===== src/smp_defs.svh =====
`ifndef SMP_DEFS_SVH
`define SMP_DEFS_SVH

// Clock rate of ref_clk in MHz.
`define SMP_CLK_MHZ        20
// Fuse read time in microseconds and its cycle count.
`define SMP_FUSE_US        50
`define SMP_FUSE_CYC       (`SMP_FUSE_US * `SMP_CLK_MHZ)
// Active time of one polling check in microseconds and its cycle count.
`define SMP_POLL_ACT_US    10
`define SMP_POLL_ACT_CYC   (`SMP_POLL_ACT_US * `SMP_CLK_MHZ)
// Serial word length and the code of the low-power entry command.
`define SMP_WORD_BITS      16
`define SMP_SLEEP_CMD      16'hA5C3
// Width of the synchroniser bundle and bit positions inside it.
`define SMP_SYNC_W         31
`define SMP_B_CSN          0
`define SMP_B_SCK          1
`define SMP_B_MOSI         2
`define SMP_B_INT          3
`define SMP_B_WAKE         4
`define SMP_B_UV           5
`define SMP_B_OV           6
`define SMP_B_IOOK         7
`define SMP_B_COMP         8
`define SMP_B_SW_LO        9
`define SMP_B_SW_HI        30
// Idle levels of the bundle: chip select, interrupt and wake lines idle high, and the
// battery is taken as in lockout, so a reset never slips into the fuse read before the
// synchroniser has seen the real supply level.
`define SMP_SYNC_RST       31'h0000_0039
// Number of switch channels.
`define SMP_CHANNELS       22

`endif


===== src/smp_pkg.sv =====
`include "smp_defs.svh"

package smp_pkg;

  // Operating states of the sequencer.
  typedef enum logic [2:0] {
    SMP_RESET  = 3'h0,
    SMP_UV     = 3'h1,
    SMP_FUSE   = 3'h2,
    SMP_NORMAL = 3'h3,
    SMP_SLEEP  = 3'h4,
    SMP_POLL   = 3'h5
  } smp_state_t;

  // State of the pin synchroniser.
  typedef struct packed {
    logic [`SMP_SYNC_W-1:0] s1;
    logic [`SMP_SYNC_W-1:0] s2;
    logic [`SMP_SYNC_W-1:0] s3;
    logic [`SMP_SYNC_W-1:0] clean;
  } smp_sync_st_t;

  // State of the sequencer core.
  typedef struct packed {
    smp_state_t                 state;
    logic [15:0]                cnt;
    logic [23:0]                pollTmr;
    logic [23:0]                intTmr;
    logic [`SMP_CHANNELS-1:0]   swRef;
    logic [`SMP_WORD_BITS-1:0]  rxSh;
    logic [`SMP_WORD_BITS-1:0]  txSh;
    logic [4:0]                 bitCnt;
    logic                       frameOk;
    logic                       uvSeen;
    logic                       porSeen;
    logic                       intPend;
    logic                       misoQ;
    logic                       csPrev;
    logic                       sckPrev;
    logic                       intPrev;
    logic                       wakePrev;
  } smp_core_st_t;

endpackage : smp_pkg


===== src/smp_sync_if.sv =====
`timescale 1ns/10ps
`include "smp_defs.svh"

// Bundle of raw pins and their filtered copies on ref_clk.
interface smp_sync_if;
  logic [`SMP_SYNC_W-1:0] raw;
  logic [`SMP_SYNC_W-1:0] clean;
  modport sync (input raw, output clean);
  modport core (output raw, input clean);
endinterface : smp_sync_if


===== src/smp_pin_sync.sv =====
`timescale 1ns/10ps
`include "smp_defs.svh"

module smp_pin_sync (
  input  wire logic ref_clk, // System clock.
  input  wire logic rst,     // Synchronous reset, active high.
  smp_sync_if.sync  pins     // Raw pins in, filtered levels out.
);
  import smp_pkg::*;

  smp_sync_st_t q;
  smp_sync_st_t d;

  // Three stages; the first is read only by the second, and a level is taken once
  // the second and third stages agree, which also filters one-cycle glitches.
  always_comb begin
    d    = q;
    d.s1 = pins.raw;
    d.s2 = q.s1;
    d.s3 = q.s2;
    for (int i = 0; i < `SMP_SYNC_W; i++) begin
      if (q.s2[i] == q.s3[i]) begin
        d.clean[i] = q.s3[i];
      end
    end
  end

  // Registers reset to the idle levels of the lines.
  always_ff @(posedge ref_clk) begin
    if (rst) begin
      q <= {`SMP_SYNC_RST, `SMP_SYNC_RST, `SMP_SYNC_RST, `SMP_SYNC_RST};
    end else begin
      q <= d;
    end
  end

  assign pins.clean = q.clean;
endmodule : smp_pin_sync


===== src/smp_power_fsm.sv =====
`timescale 1ns/10ps
`include "smp_defs.svh"
// Behaviour
// - Serial output stays released while the battery supply is in lockout.
// - Chip select is ignored in lockout; a word cut by lockout is discarded.
// - A sticky flag reports that lockout occurred, readable after it ends.
// - Reset forces every setting to default and disables serial traffic.
// - A sticky flag reports that a power-on reset occurred.
// - Overvoltage limits current sources and keeps all settings.
// - Interrupt line is held low from power-on until ready to communicate.
// - Serial traffic is undefined until activation ends; host must wait.
// - Without the I/O supply state is kept but no serial traffic occurs.
// - Below reset threshold nothing runs.
// - In lockout: settings kept, serial refused, mux and sources off, oscillators on.
// - Leaving lockout reads fuses for about 50 us, then enters Normal mode.
// - Every command is taken in Normal mode; host sets low-power options there.
// - Wake line is driven low throughout Normal mode.
// - Fault detection runs in Normal mode.
// - Low-power mode is entered only by the dedicated serial command.
// - Low-power mode stops the fast oscillator and all fault detection.
// - Low-power mode wakes on timer, interrupt, select, wake line or comparator change.
// - Low-power mode polls switches periodically and compares with stored states.
// - Low battery during polling pauses it without waking.
// - After each poll, a detected change wakes; otherwise back to low power.
// - With all channel wake enables cleared, no switch change wakes and polling timer stops.

module smp_power_fsm (
  input  wire logic                      ref_clk,       // 20 MHz system clock.
  input  wire logic                      rst,           // Power-on reset, sync, active high.
  input  wire logic                      batteryUvRaw,  // Battery supply in lockout range.
  input  wire logic                      overVoltRaw,   // Battery supply overvoltage.
  input  wire logic                      ioSupplyOk,    // I/O supply present.
  input  wire logic                      compChangeRaw, // Comparator-only input changed.
  input  wire logic [`SMP_CHANNELS-1:0]  switchIn,      // Switch comparator levels.
  input  wire logic [`SMP_CHANNELS-1:0]  wakeEnMask,    // Wake enable per channel.
  input  wire logic                      wakePinWakeEn, // Wake line falling edge wakes.
  input  wire logic [23:0]               pollPeriod,    // Polling period in cycles.
  input  wire logic [23:0]               intTimerPeriod, // Wake timer in cycles, 0 is off.
  input  wire logic                      csN,           // Serial chip select, active low.
  input  wire logic                      sck,           // Serial clock from the host.
  input  wire logic                      mosi,          // Serial data in.
  output logic                           misoOut,       // Serial data out.
  output logic                           misoOeN,       // Serial data enable, low drives.
  input  wire logic                      intIn,         // Interrupt line level.
  output logic                           intOut,        // Interrupt line drive value.
  output logic                           intOeN,        // Interrupt enable, low pulls low.
  input  wire logic                      wakeIn,        // Wake line level.
  output logic                           wakeOut,       // Wake line drive value.
  output logic                           wakeOeN,       // Wake enable, low pulls low.
  output logic                           fastOscEn,     // Fast oscillator enable.
  output logic                           faultDetectEn, // Fault detectors enable.
  output logic                           currentSrcEn,  // Current sources enable.
  output logic                           currentLimit,  // Current sources limited.
  output logic                           muxEn,         // Analog output mux enable.
  output logic                           uvSeenFlag,    // Lockout has occurred.
  output logic                           porSeenFlag,   // Power-on reset has occurred.
  output smp_pkg::smp_state_t            stateOut       // Present operating state.
);
  import smp_pkg::*;

  localparam int FuseLast = `SMP_FUSE_CYC - 1;

  smp_core_st_t q;
  smp_core_st_t d;
  logic         uv;
  logic         ov;
  logic         ioOk;
  logic         csLvl;
  logic         sckLvl;
  logic         mosiLvl;
  logic         csFall;
  logic         csRise;
  logic         sckRise;
  logic         sckFall;
  logic         swChange;
  logic         wakeReq;

  smp_sync_if pins ();

  // The host clock is slow enough (eight ref_clk cycles a period) to be sampled.
  assign pins.raw = {switchIn, compChangeRaw, ioSupplyOk, overVoltRaw, batteryUvRaw,
                     wakeIn, intIn, mosi, sck, csN};

  smp_pin_sync u_sync (
    .ref_clk (ref_clk),
    .rst     (rst),
    .pins    (pins)
  );

  // Any wake source out of low power; edges on select and interrupt need the I/O supply.
  function automatic logic wake_source(input logic tmrHit, input logic csF, input logic intF,
                                       input logic wakeF, input logic wakeCfg,
                                       input logic comp, input logic io);
    wake_source = tmrHit | comp | (wakeF & wakeCfg) | ((csF | intF) & io);
  endfunction : wake_source

  // Filtered levels and their edges.
  assign uv       = pins.clean[`SMP_B_UV];
  assign ov       = pins.clean[`SMP_B_OV];
  assign ioOk     = pins.clean[`SMP_B_IOOK];
  assign csLvl    = pins.clean[`SMP_B_CSN];
  assign sckLvl   = pins.clean[`SMP_B_SCK];
  assign mosiLvl  = pins.clean[`SMP_B_MOSI];
  assign csFall   = q.csPrev & ~csLvl;
  assign csRise   = ~q.csPrev & csLvl;
  assign sckRise  = ~q.sckPrev & sckLvl;
  assign sckFall  = q.sckPrev & ~sckLvl;
  assign swChange = |((pins.clean[`SMP_B_SW_HI:`SMP_B_SW_LO] ^ q.swRef) & wakeEnMask);
  assign wakeReq  = wake_source((intTimerPeriod != 24'h000000) && (q.intTmr == 24'h000001),
                                csFall, q.intPrev & ~pins.clean[`SMP_B_INT],
                                q.wakePrev & ~pins.clean[`SMP_B_WAKE], wakePinWakeEn,
                                pins.clean[`SMP_B_COMP], ioOk);

  // Sequencer, serial framing and sticky flags; a flag set in the cycle of its
  // clear survives because the set is written last.
  always_comb begin
    d          = q;
    d.csPrev   = csLvl;
    d.sckPrev  = sckLvl;
    d.intPrev  = pins.clean[`SMP_B_INT];
    d.wakePrev = pins.clean[`SMP_B_WAKE];
    case (q.state)
      SMP_RESET: begin
        d.state = SMP_UV;
      end
      SMP_UV: begin
        d.frameOk = 1'b0;
        if (!uv) begin
          d.state = SMP_FUSE;
          d.cnt   = 16'h0000;
        end
      end
      SMP_FUSE: begin
        d.cnt = q.cnt + 16'h0001;
        if (uv) begin
          d.state = SMP_UV;
        end else if (q.cnt == 16'(FuseLast)) begin
          d.state = SMP_NORMAL;
        end
      end
      SMP_NORMAL: begin
        if (uv) begin
          d.state   = SMP_UV;
          d.frameOk = 1'b0;
        end else if (!ioOk) begin
          d.frameOk = 1'b0;
        end else begin
          // Framing runs only here, so every command is taken in Normal mode.
          if (csFall) begin
            d.frameOk = 1'b1;
            d.bitCnt  = 5'h00;
            d.txSh    = {q.uvSeen, q.porSeen, q.intPend, 10'h000, q.state};
            d.misoQ   = q.uvSeen;
            d.intPend = 1'b0;
          end
          if (sckRise && !csLvl && q.frameOk) begin
            d.rxSh = {q.rxSh[`SMP_WORD_BITS-2:0], mosiLvl};
            if (q.bitCnt != 5'h1F) begin
              d.bitCnt = q.bitCnt + 5'h01;
            end
          end
          if (sckFall && !csLvl && q.frameOk) begin
            d.txSh  = {q.txSh[`SMP_WORD_BITS-2:0], 1'b0};
            d.misoQ = q.txSh[`SMP_WORD_BITS-2];
          end
          if (csRise && q.frameOk) begin
            d.frameOk = 1'b0;
            if (q.bitCnt == 5'(`SMP_WORD_BITS)) begin
              d.uvSeen  = 1'b0;
              d.porSeen = 1'b0;
              if (q.rxSh == `SMP_SLEEP_CMD) begin
                d.state   = SMP_SLEEP;
                d.swRef   = pins.clean[`SMP_B_SW_HI:`SMP_B_SW_LO];
                d.pollTmr = pollPeriod;
                d.intTmr  = intTimerPeriod;
              end
            end
          end
        end
      end
      SMP_SLEEP, SMP_POLL: begin
        d.frameOk = 1'b0;
        if (q.intTmr > 24'h000001) begin
          d.intTmr = q.intTmr - 24'h000001;
        end
        if (wakeReq) begin
          d.state   = SMP_NORMAL;
          d.intPend = 1'b1;
        end else if (q.state == SMP_SLEEP) begin
          if (!uv && (wakeEnMask != '0)) begin
            if (q.pollTmr <= 24'h000001) begin
              d.state = SMP_POLL;
              d.cnt   = 16'h0000;
            end else begin
              d.pollTmr = q.pollTmr - 24'h000001;
            end
          end
        end else if (!uv) begin
          d.cnt = q.cnt + 16'h0001;
          if (q.cnt == 16'(`SMP_POLL_ACT_CYC - 1)) begin
            if (swChange) begin
              d.state   = SMP_NORMAL;
              d.intPend = 1'b1;
            end else begin
              d.state   = SMP_SLEEP;
              d.pollTmr = pollPeriod;
            end
          end
        end
      end
      default: begin
        d.state = SMP_UV;
      end
    endcase
    if (uv && (q.state != SMP_RESET)) begin
      d.uvSeen = 1'b1;
    end
  end

  // Reset places every field at its default; the por flag comes up set.
  always_ff @(posedge ref_clk) begin
    if (rst) begin
      q         <= '0;
      q.state   <= SMP_RESET;
      q.porSeen <= 1'b1;
      q.csPrev  <= 1'b1;
      q.intPrev <= 1'b1;
      q.wakePrev <= 1'b1;
    end else begin
      q <= d;
    end
  end

  // Pin and enable outputs decoded from the registered state.
  assign misoOut       = q.misoQ;
  assign misoOeN       = !((q.state == SMP_NORMAL) && ioOk && !csLvl && q.frameOk);
  assign intOut        = 1'b0;
  assign intOeN        = !((q.state == SMP_RESET) || (q.state == SMP_UV) ||
                           (q.state == SMP_FUSE) || q.intPend);
  assign wakeOut       = 1'b0;
  assign wakeOeN       = (q.state != SMP_NORMAL);
  assign fastOscEn     = (q.state == SMP_UV) || (q.state == SMP_FUSE) ||
                         (q.state == SMP_NORMAL);
  assign faultDetectEn = (q.state == SMP_NORMAL);
  assign currentSrcEn  = (q.state == SMP_NORMAL) || (q.state == SMP_POLL);
  assign currentLimit  = ov;
  assign muxEn         = (q.state == SMP_NORMAL);
  assign uvSeenFlag    = q.uvSeen;
  assign porSeenFlag   = q.porSeen;
  assign stateOut      = q.state;
endmodule : smp_power_fsm


===== config.mk =====
export PLATFORM = sky130hd
export DESIGN_NAME = smp_power_fsm
export DESIGN_NICKNAME = d
export VERILOG_FILES = /design/src/smp_pkg.sv /design/src/smp_sync_if.sv /design/src/smp_pin_sync.sv /design/src/smp_power_fsm.sv
export VERILOG_INCLUDE_DIRS = /design/src /design/src/src
export SDC_FILE = /design/constraint.sdc
export NUM_CORES = 1
export LEC_CHECK = 0
export ABC_AREA = 1
export BUFFER_PORTS_ARGS = -buffer_cell sky130_fd_sc_hd__buf_4
export CAP_MARGIN = 30
export CORE_ASPECT_RATIO = 1.75
export CORE_MARGIN = 2
export CORE_UTILIZATION = 64
export CTS_CLUSTER_SIZE = 28
export DETAILED_ROUTE_END_ITERATION = 10
export GPL_TIMING_DRIVEN = 1
export PLACE_DENSITY = 0.86
export SLEW_MARGIN = 25
export SYNTH_ARGS = -nofsm -noshare
export SYNTH_HDL_FRONTEND = slang
export SYNTH_HIERARCHICAL = 1
export SYNTH_SLANG_ARGS = --single-unit
export TNS_END_PERCENT = 20

===== constraint.sdc =====
create_clock -name ref_clk -period 3.5 [get_ports ref_clk]
set_input_delay 0.35 -clock ref_clk [delete_from_list [all_inputs] [get_ports ref_clk]]
set_output_delay 0.35 -clock ref_clk [all_outputs]
set_load 0.05 [all_outputs]

== Word level (Yosys, flattened, before mapping) ==
Cells that the tools add are included.

* Flip-flop bits (word level): 259
* Bits of input ports: 104
* Output and inout port bits: 16

* Add/subtract/negate cells: 4
* Magnitude comparators: 2
* Eq/ne operators: 74
* Multiplexer cells: 53
* Bitwise gates (word level): 21
* Reduce and logical (&&, ||, !) cells: 49

{| class="wikitable"
|+ Operators by type and width
! operator !! number
|-
| 2-to-1 mux 107 bit || 2
|-
| 2-to-1 mux 70 bit || 3
|-
| 2-to-1 mux 43 bit || 3
|-
| 2-to-1 mux 24 bit || 4
|-
| one-hot mux 48 bit (2 select lines) || 1
|-
| 2-to-1 mux 22 bit || 4
|-
| one-hot mux 16 bit (3 select lines) || 1
|-
| subtractor 24 x 1 -> 24 bit, second input constant || 2
|-
| 2-to-1 mux 40 bit || 1
|-
| 2-to-1 mux 19 bit || 2
|-
| 2-to-1 mux 3 bit || 11
|-
| 2-to-1 mux 16 bit || 2
|-
| == test 1 bit || 31
|-
| != test 3 bit, second input constant || 10
|-
| == test 24 x 1 -> 1 bit, second input constant || 1
|-
| > comparator 24 x 1 -> 1 bit, second input constant || 1
|-
| less-or-equal comparator 24 x 1 -> 1 bit, second input constant || 1
|-
| nonzero test 24 bit || 1
|-
| bitwise AND 22 bit || 1
|-
| nonzero test 22 bit || 1
|-
| OR reduction 22 bit || 1
|-
| XOR 22 bit || 1
|-
| adder 16 x 1 -> 16 bit, second input constant || 1
|-
| == test 16 x 10 -> 1 bit, second input constant || 1
|-
| 39 further kinds || 116
|}

== Depth between registers and ports, before layout ==
* Depth after elaboration: 11
* Mapped depth: 15
* Gate-level depth less buffers: 14

== Modules after synthesis ==
The synthesis kept the hierarchy.

{| class="wikitable"
|+ By module, submodules not included
! module !! instances !! cells each !! area an instance (um2) !! seq. area each (um2)
|-
| smp_power_fsm || 1 || 1,412 || 8,506.9 || 2,682.6
|-
| smp_pin_sync || 1 || 456 || 4,012.6 || 2,482.4
|}

== Worst setup path before layout ==
Ideal clock, no wire load.

* Path kind: register to register
* Start point: reg q (netlist bit stateOut[0])
* End point: reg q[86] (netlist name)
* Library setup time: 0.119 ns
* Arrival time: 1.855 ns
* Data required time: 3.381 ns
* Slack: 1.526 ns
* Stages on the path, launching flop included: 11
* Clock period less this slack: 1.974 ns
* Cell sequence: dfxtp_1 buf_2 nand3_4 inv_4 nor2_1 a21oi_4 nand3_1 buf_4 buf_6 a211oi_1 nor2_1

{| class="wikitable"
|+ RTL lines
! item !! RTL line !! text
|-
| from (decl) || smp_power_fsm.sv:63 || <nowiki>smp_core_st_t q;</nowiki>
|}

==> results.json <==
{
  "power_switching_w": 0.00407,
  "p_leak_nw": 6.43,
  "core_sq_um": 19200,
  "tns_ps": 0,
  "drive_above_1_share_pct": 10.7,
  "yosysWarnings": 6,
  "grt_antenna_before_repair": 0,
  "synth_common_cells": "362 x nand2_1, 352 x nor2_1, 258 x dfxtp_1, 250 x inv_1, 148 x a21oi_1",
  "synthMostInstantiatedCell": "nand2_1",
  "drt-wirelength-per-cell_um": 14.6,
  "setup_violations": 0,
  "tightest_slew_ps": 897,
  "synth_cell_type_count": 51,
  "synthArstFlopShare_pct": 0,
  "yosysTopAreaCellShare_pct": 41.3,
  "start_kind": "flip-flop",
  "power_frac_clock_pct": 27.7,
  "port_buffers": 117,
  "synth_top_cell_by_area": "dfxtp_1",
  "grt_max_degree": 75,
  "max_freq_ghz": 0.345,
  "r2r_end": "q[110]$_SDFFE_PP0P_",
  "switching_share_pct": 40.1,
  "die_y_um": 189,
  "rsz0062_at_grt": "false",
  "drt_wl_total_um": 32000,
  "routed_via_density": 5.48,
  "syn_area_sq_um": 12500,
  "status": "finished clean",
  "slew_headroom_pct": 40.1,
  "nNetsFinal": 2043,
  "worstPathMaxFanout": 35,
  "drc": 0,
  "rr_worst_depth": 11,
  "maxCapViolCount": 0,
  "p_int_w": 0.00608,
  "r2r-start": "stateOut[1]$_SDFFE_PP0P_",
  "grt_pass1_vias": 11488,
  "finalCritPeriodShare_pct": 82.9,
  "p_per_area_nw_per_um2": 723,
  "clock_latency_ps": 520,
  "crit_start": "stateOut[1]$_SDFFE_PP0P_",
  "clockRootBuffer": "clkbuf_16",
  "finalPower_w": 0.0102,
  "vias": 12004,
  "whs_path_depth": 2,
  "avgSynthCellArea_sq_um": 6.70,
  "antenna_cells": 0,
  "min_path_type": "input pin to flip-flop",
  "synthCells": 1868,
  "cts_max_level": 1,
  "comb_power_share_pct": 38.7,
  "finalMaxSlewViolations": 0,
  "cts.sinks": 258,
  "cts_tree": "done",
  "hpwl_um": 22700,
  "yosysSeqAreaShare_pct": 41.3,
  "post-cts-setup-buffers": 0,
  "r2r_setup_slack_ps": 600,
  "yosys_most_used_dff": "dfxtp_1",
  "synth_edf_count": 0,
  "clock_skew_ps": 12.3,
  "cts_buffers": 24,
  "critPathCapture": "q[110]$_SDFFE_PP0P_",
  "required_ps": 3910,
  "fillers": 1612,
  "grt_use_met2_pct": 55.8,
  "met3_usage_pct": 5.30,
  "arrival_ps": 3310,
  "drtIter0Drc": 772,
  "gp_congestion": 1.00,
  "placement_rows": 67,
  "die_area_sq_um": 20700,
  "clk_pin_slew_ps": 70,
  "max-clock-path-buffers": 3,
  "peakVddDrop_mv": 0.706,
  "synth-seq-cells": 258,
  "top_usage_layer": "met2",
  "met1_usage_pct": 32.7,
  "synthTopCellsByArea": "dfxtp_1 41%, nand2_1 11%, nor2_1 11%, inv_1 7.5%, a21oi_1 5.9%",
  "track_usage_pct": 31.0,
  "dr.pass1.iters": 6,
  "die_w_um": 110,
  "hold_viol": 0,
  "synthToLayoutAreaGrowth_pct": 12.2,
  "grt_pass1_wl_um": 52200,
  "end_kind": "flip-flop",
  "path_class": "flip-flop to flip-flop",
  "fin_crit_ps": 2900,
  "start_util_pct": 65.2,
  "postRouteAntennaNets": 0,
  "overflow": 0,
  "seqPwrFrac_pct": 33.6,
  "ios": 120
}
registers in the layout (all words and copies together) (netlist names):
register,count
misoOut,1
porSeenFlag,1
q,128
stateOut,3
u_sync/d,62
u_sync/pins.clean,31
u_sync/q,31
uvSeenFlag,1
worst max-delay path, cell delays in order, from the launching register on:
cell and delay, ps:
dfxtp_1 560, inv_2 80, nand2_4 340, clkinv_2 410
nor2_1 290, a21oi_4 70, nand3_4 120, nor2_8 70
nand3_1 570, nand2_1 110, nand2_1 100, nor2_1 50
layout by cell type, fill, tap and decap left out, drive strengths merged, types with 2 or more instances in the layout:
master,n
a22oi,3
bufinv,4
nor2,364
nor4,2
dlygate4sd3,3
a21oi,149
nand3,102
inv,261
clkinv,6
conb,2
a221oi,2
ha,8
xor2,10
o32ai,2
nand3b,3
nor3,15
o22ai,2
nand4,38
dfxtp,258
o21ai,144
clkbuf,33
buf,130
or2,13
o211ai,3
nand2,370
a211oi,4
a31oi,9
timing repair:
action                                 in CTS  in global routing
setup endpoints to repair                   0                  0
gates resized for setup                     0                  0
hold buffers                                3                  0
endpoints found under the hold margin       3                  0
per-stage QoR:
step / setup slack [ps] / hold WS (ps) / instance area (sq um) / utilization (%) / std cells
2_1_floorplan: 1530 / 383 / 12500 / - / 1869
3_3_place_gp: 749 / 385 / 13200 / 68.6 / 2143
3_5_place_dp: 664 / 394 / 13200 / 68.6 / 2143
4_1_cts: 661 / 0.954 / 14000 / 73.2 / 2189
5_1_grt: 358 / 1.84 / 14000 / 73.2 / 2189
6_report: 598 / 12.3 / 14000 / 73.2 / 2189
kinds of logic after synthesis:
logic type                 after synthesis  share of synthesized area [%]
AOI/OAI and AO/OA                      322                           13.5
and+or+nand+nor                        909                           30.6
other                                    1                         0.0300
adders and majority gates                8                          0.800
buffers and inverters                  359                           13.0
xor gates and xnor gates                11                          0.770
DFF                                    258                           41.3
how the worst min path moves through the flow:
stage	slack, ps	start	end
2_1_floorplan	380	u_sync/d[62]$_SDFF_PP1_	u_sync/d[31]$_SDFF_PP1_
6_report	10	csN	u_sync/d[62]$_SDFF_PP1_
4_1_cts	1	csN	u_sync/d[62]$_SDFF_PP1_
5_1_grt	2	csN	u_sync/d[62]$_SDFF_PP1_
3_5_place_dp	390	u_sync/d[77]$_SDFF_PP0_	u_sync/d[46]$_SDFF_PP0_
3_3_place_gp	380	u_sync/d[66]$_SDFF_PP1_	u_sync/d[35]$_SDFF_PP1_
area by class of cell:
type	count	area, sq um	area share, %
flip-flops and latches	258	5160	36.8
repair buffers	133	1010	7.16
multi-input cells	1252	5730	40.8
clock inverters	10	164	1.17
clock buffers	33	686	4.88
inverters	262	990	7.05
well taps	241	302	2.15
layer usage:
layer / wire [um] / vias up
met5: 0 / -
met4: 1900 / 0
met3: 1690 / 130
met2: 16400 / 422
met1: 12000 / 5469
li1: - / 5983
power by group through the flow:
stage	combinational (W)	sequential [W]	clock, W
floorplan	0.00300	0.00339	0
global placement	0.00375	0.00345	0
detailed placement	0.00382	0.00346	0
CTS	0.00384	0.00340	0.00285
global route	0.00440	0.00343	0.00296
finish	0.00393	0.00341	0.00281
(Power assumes the default switching activity.)
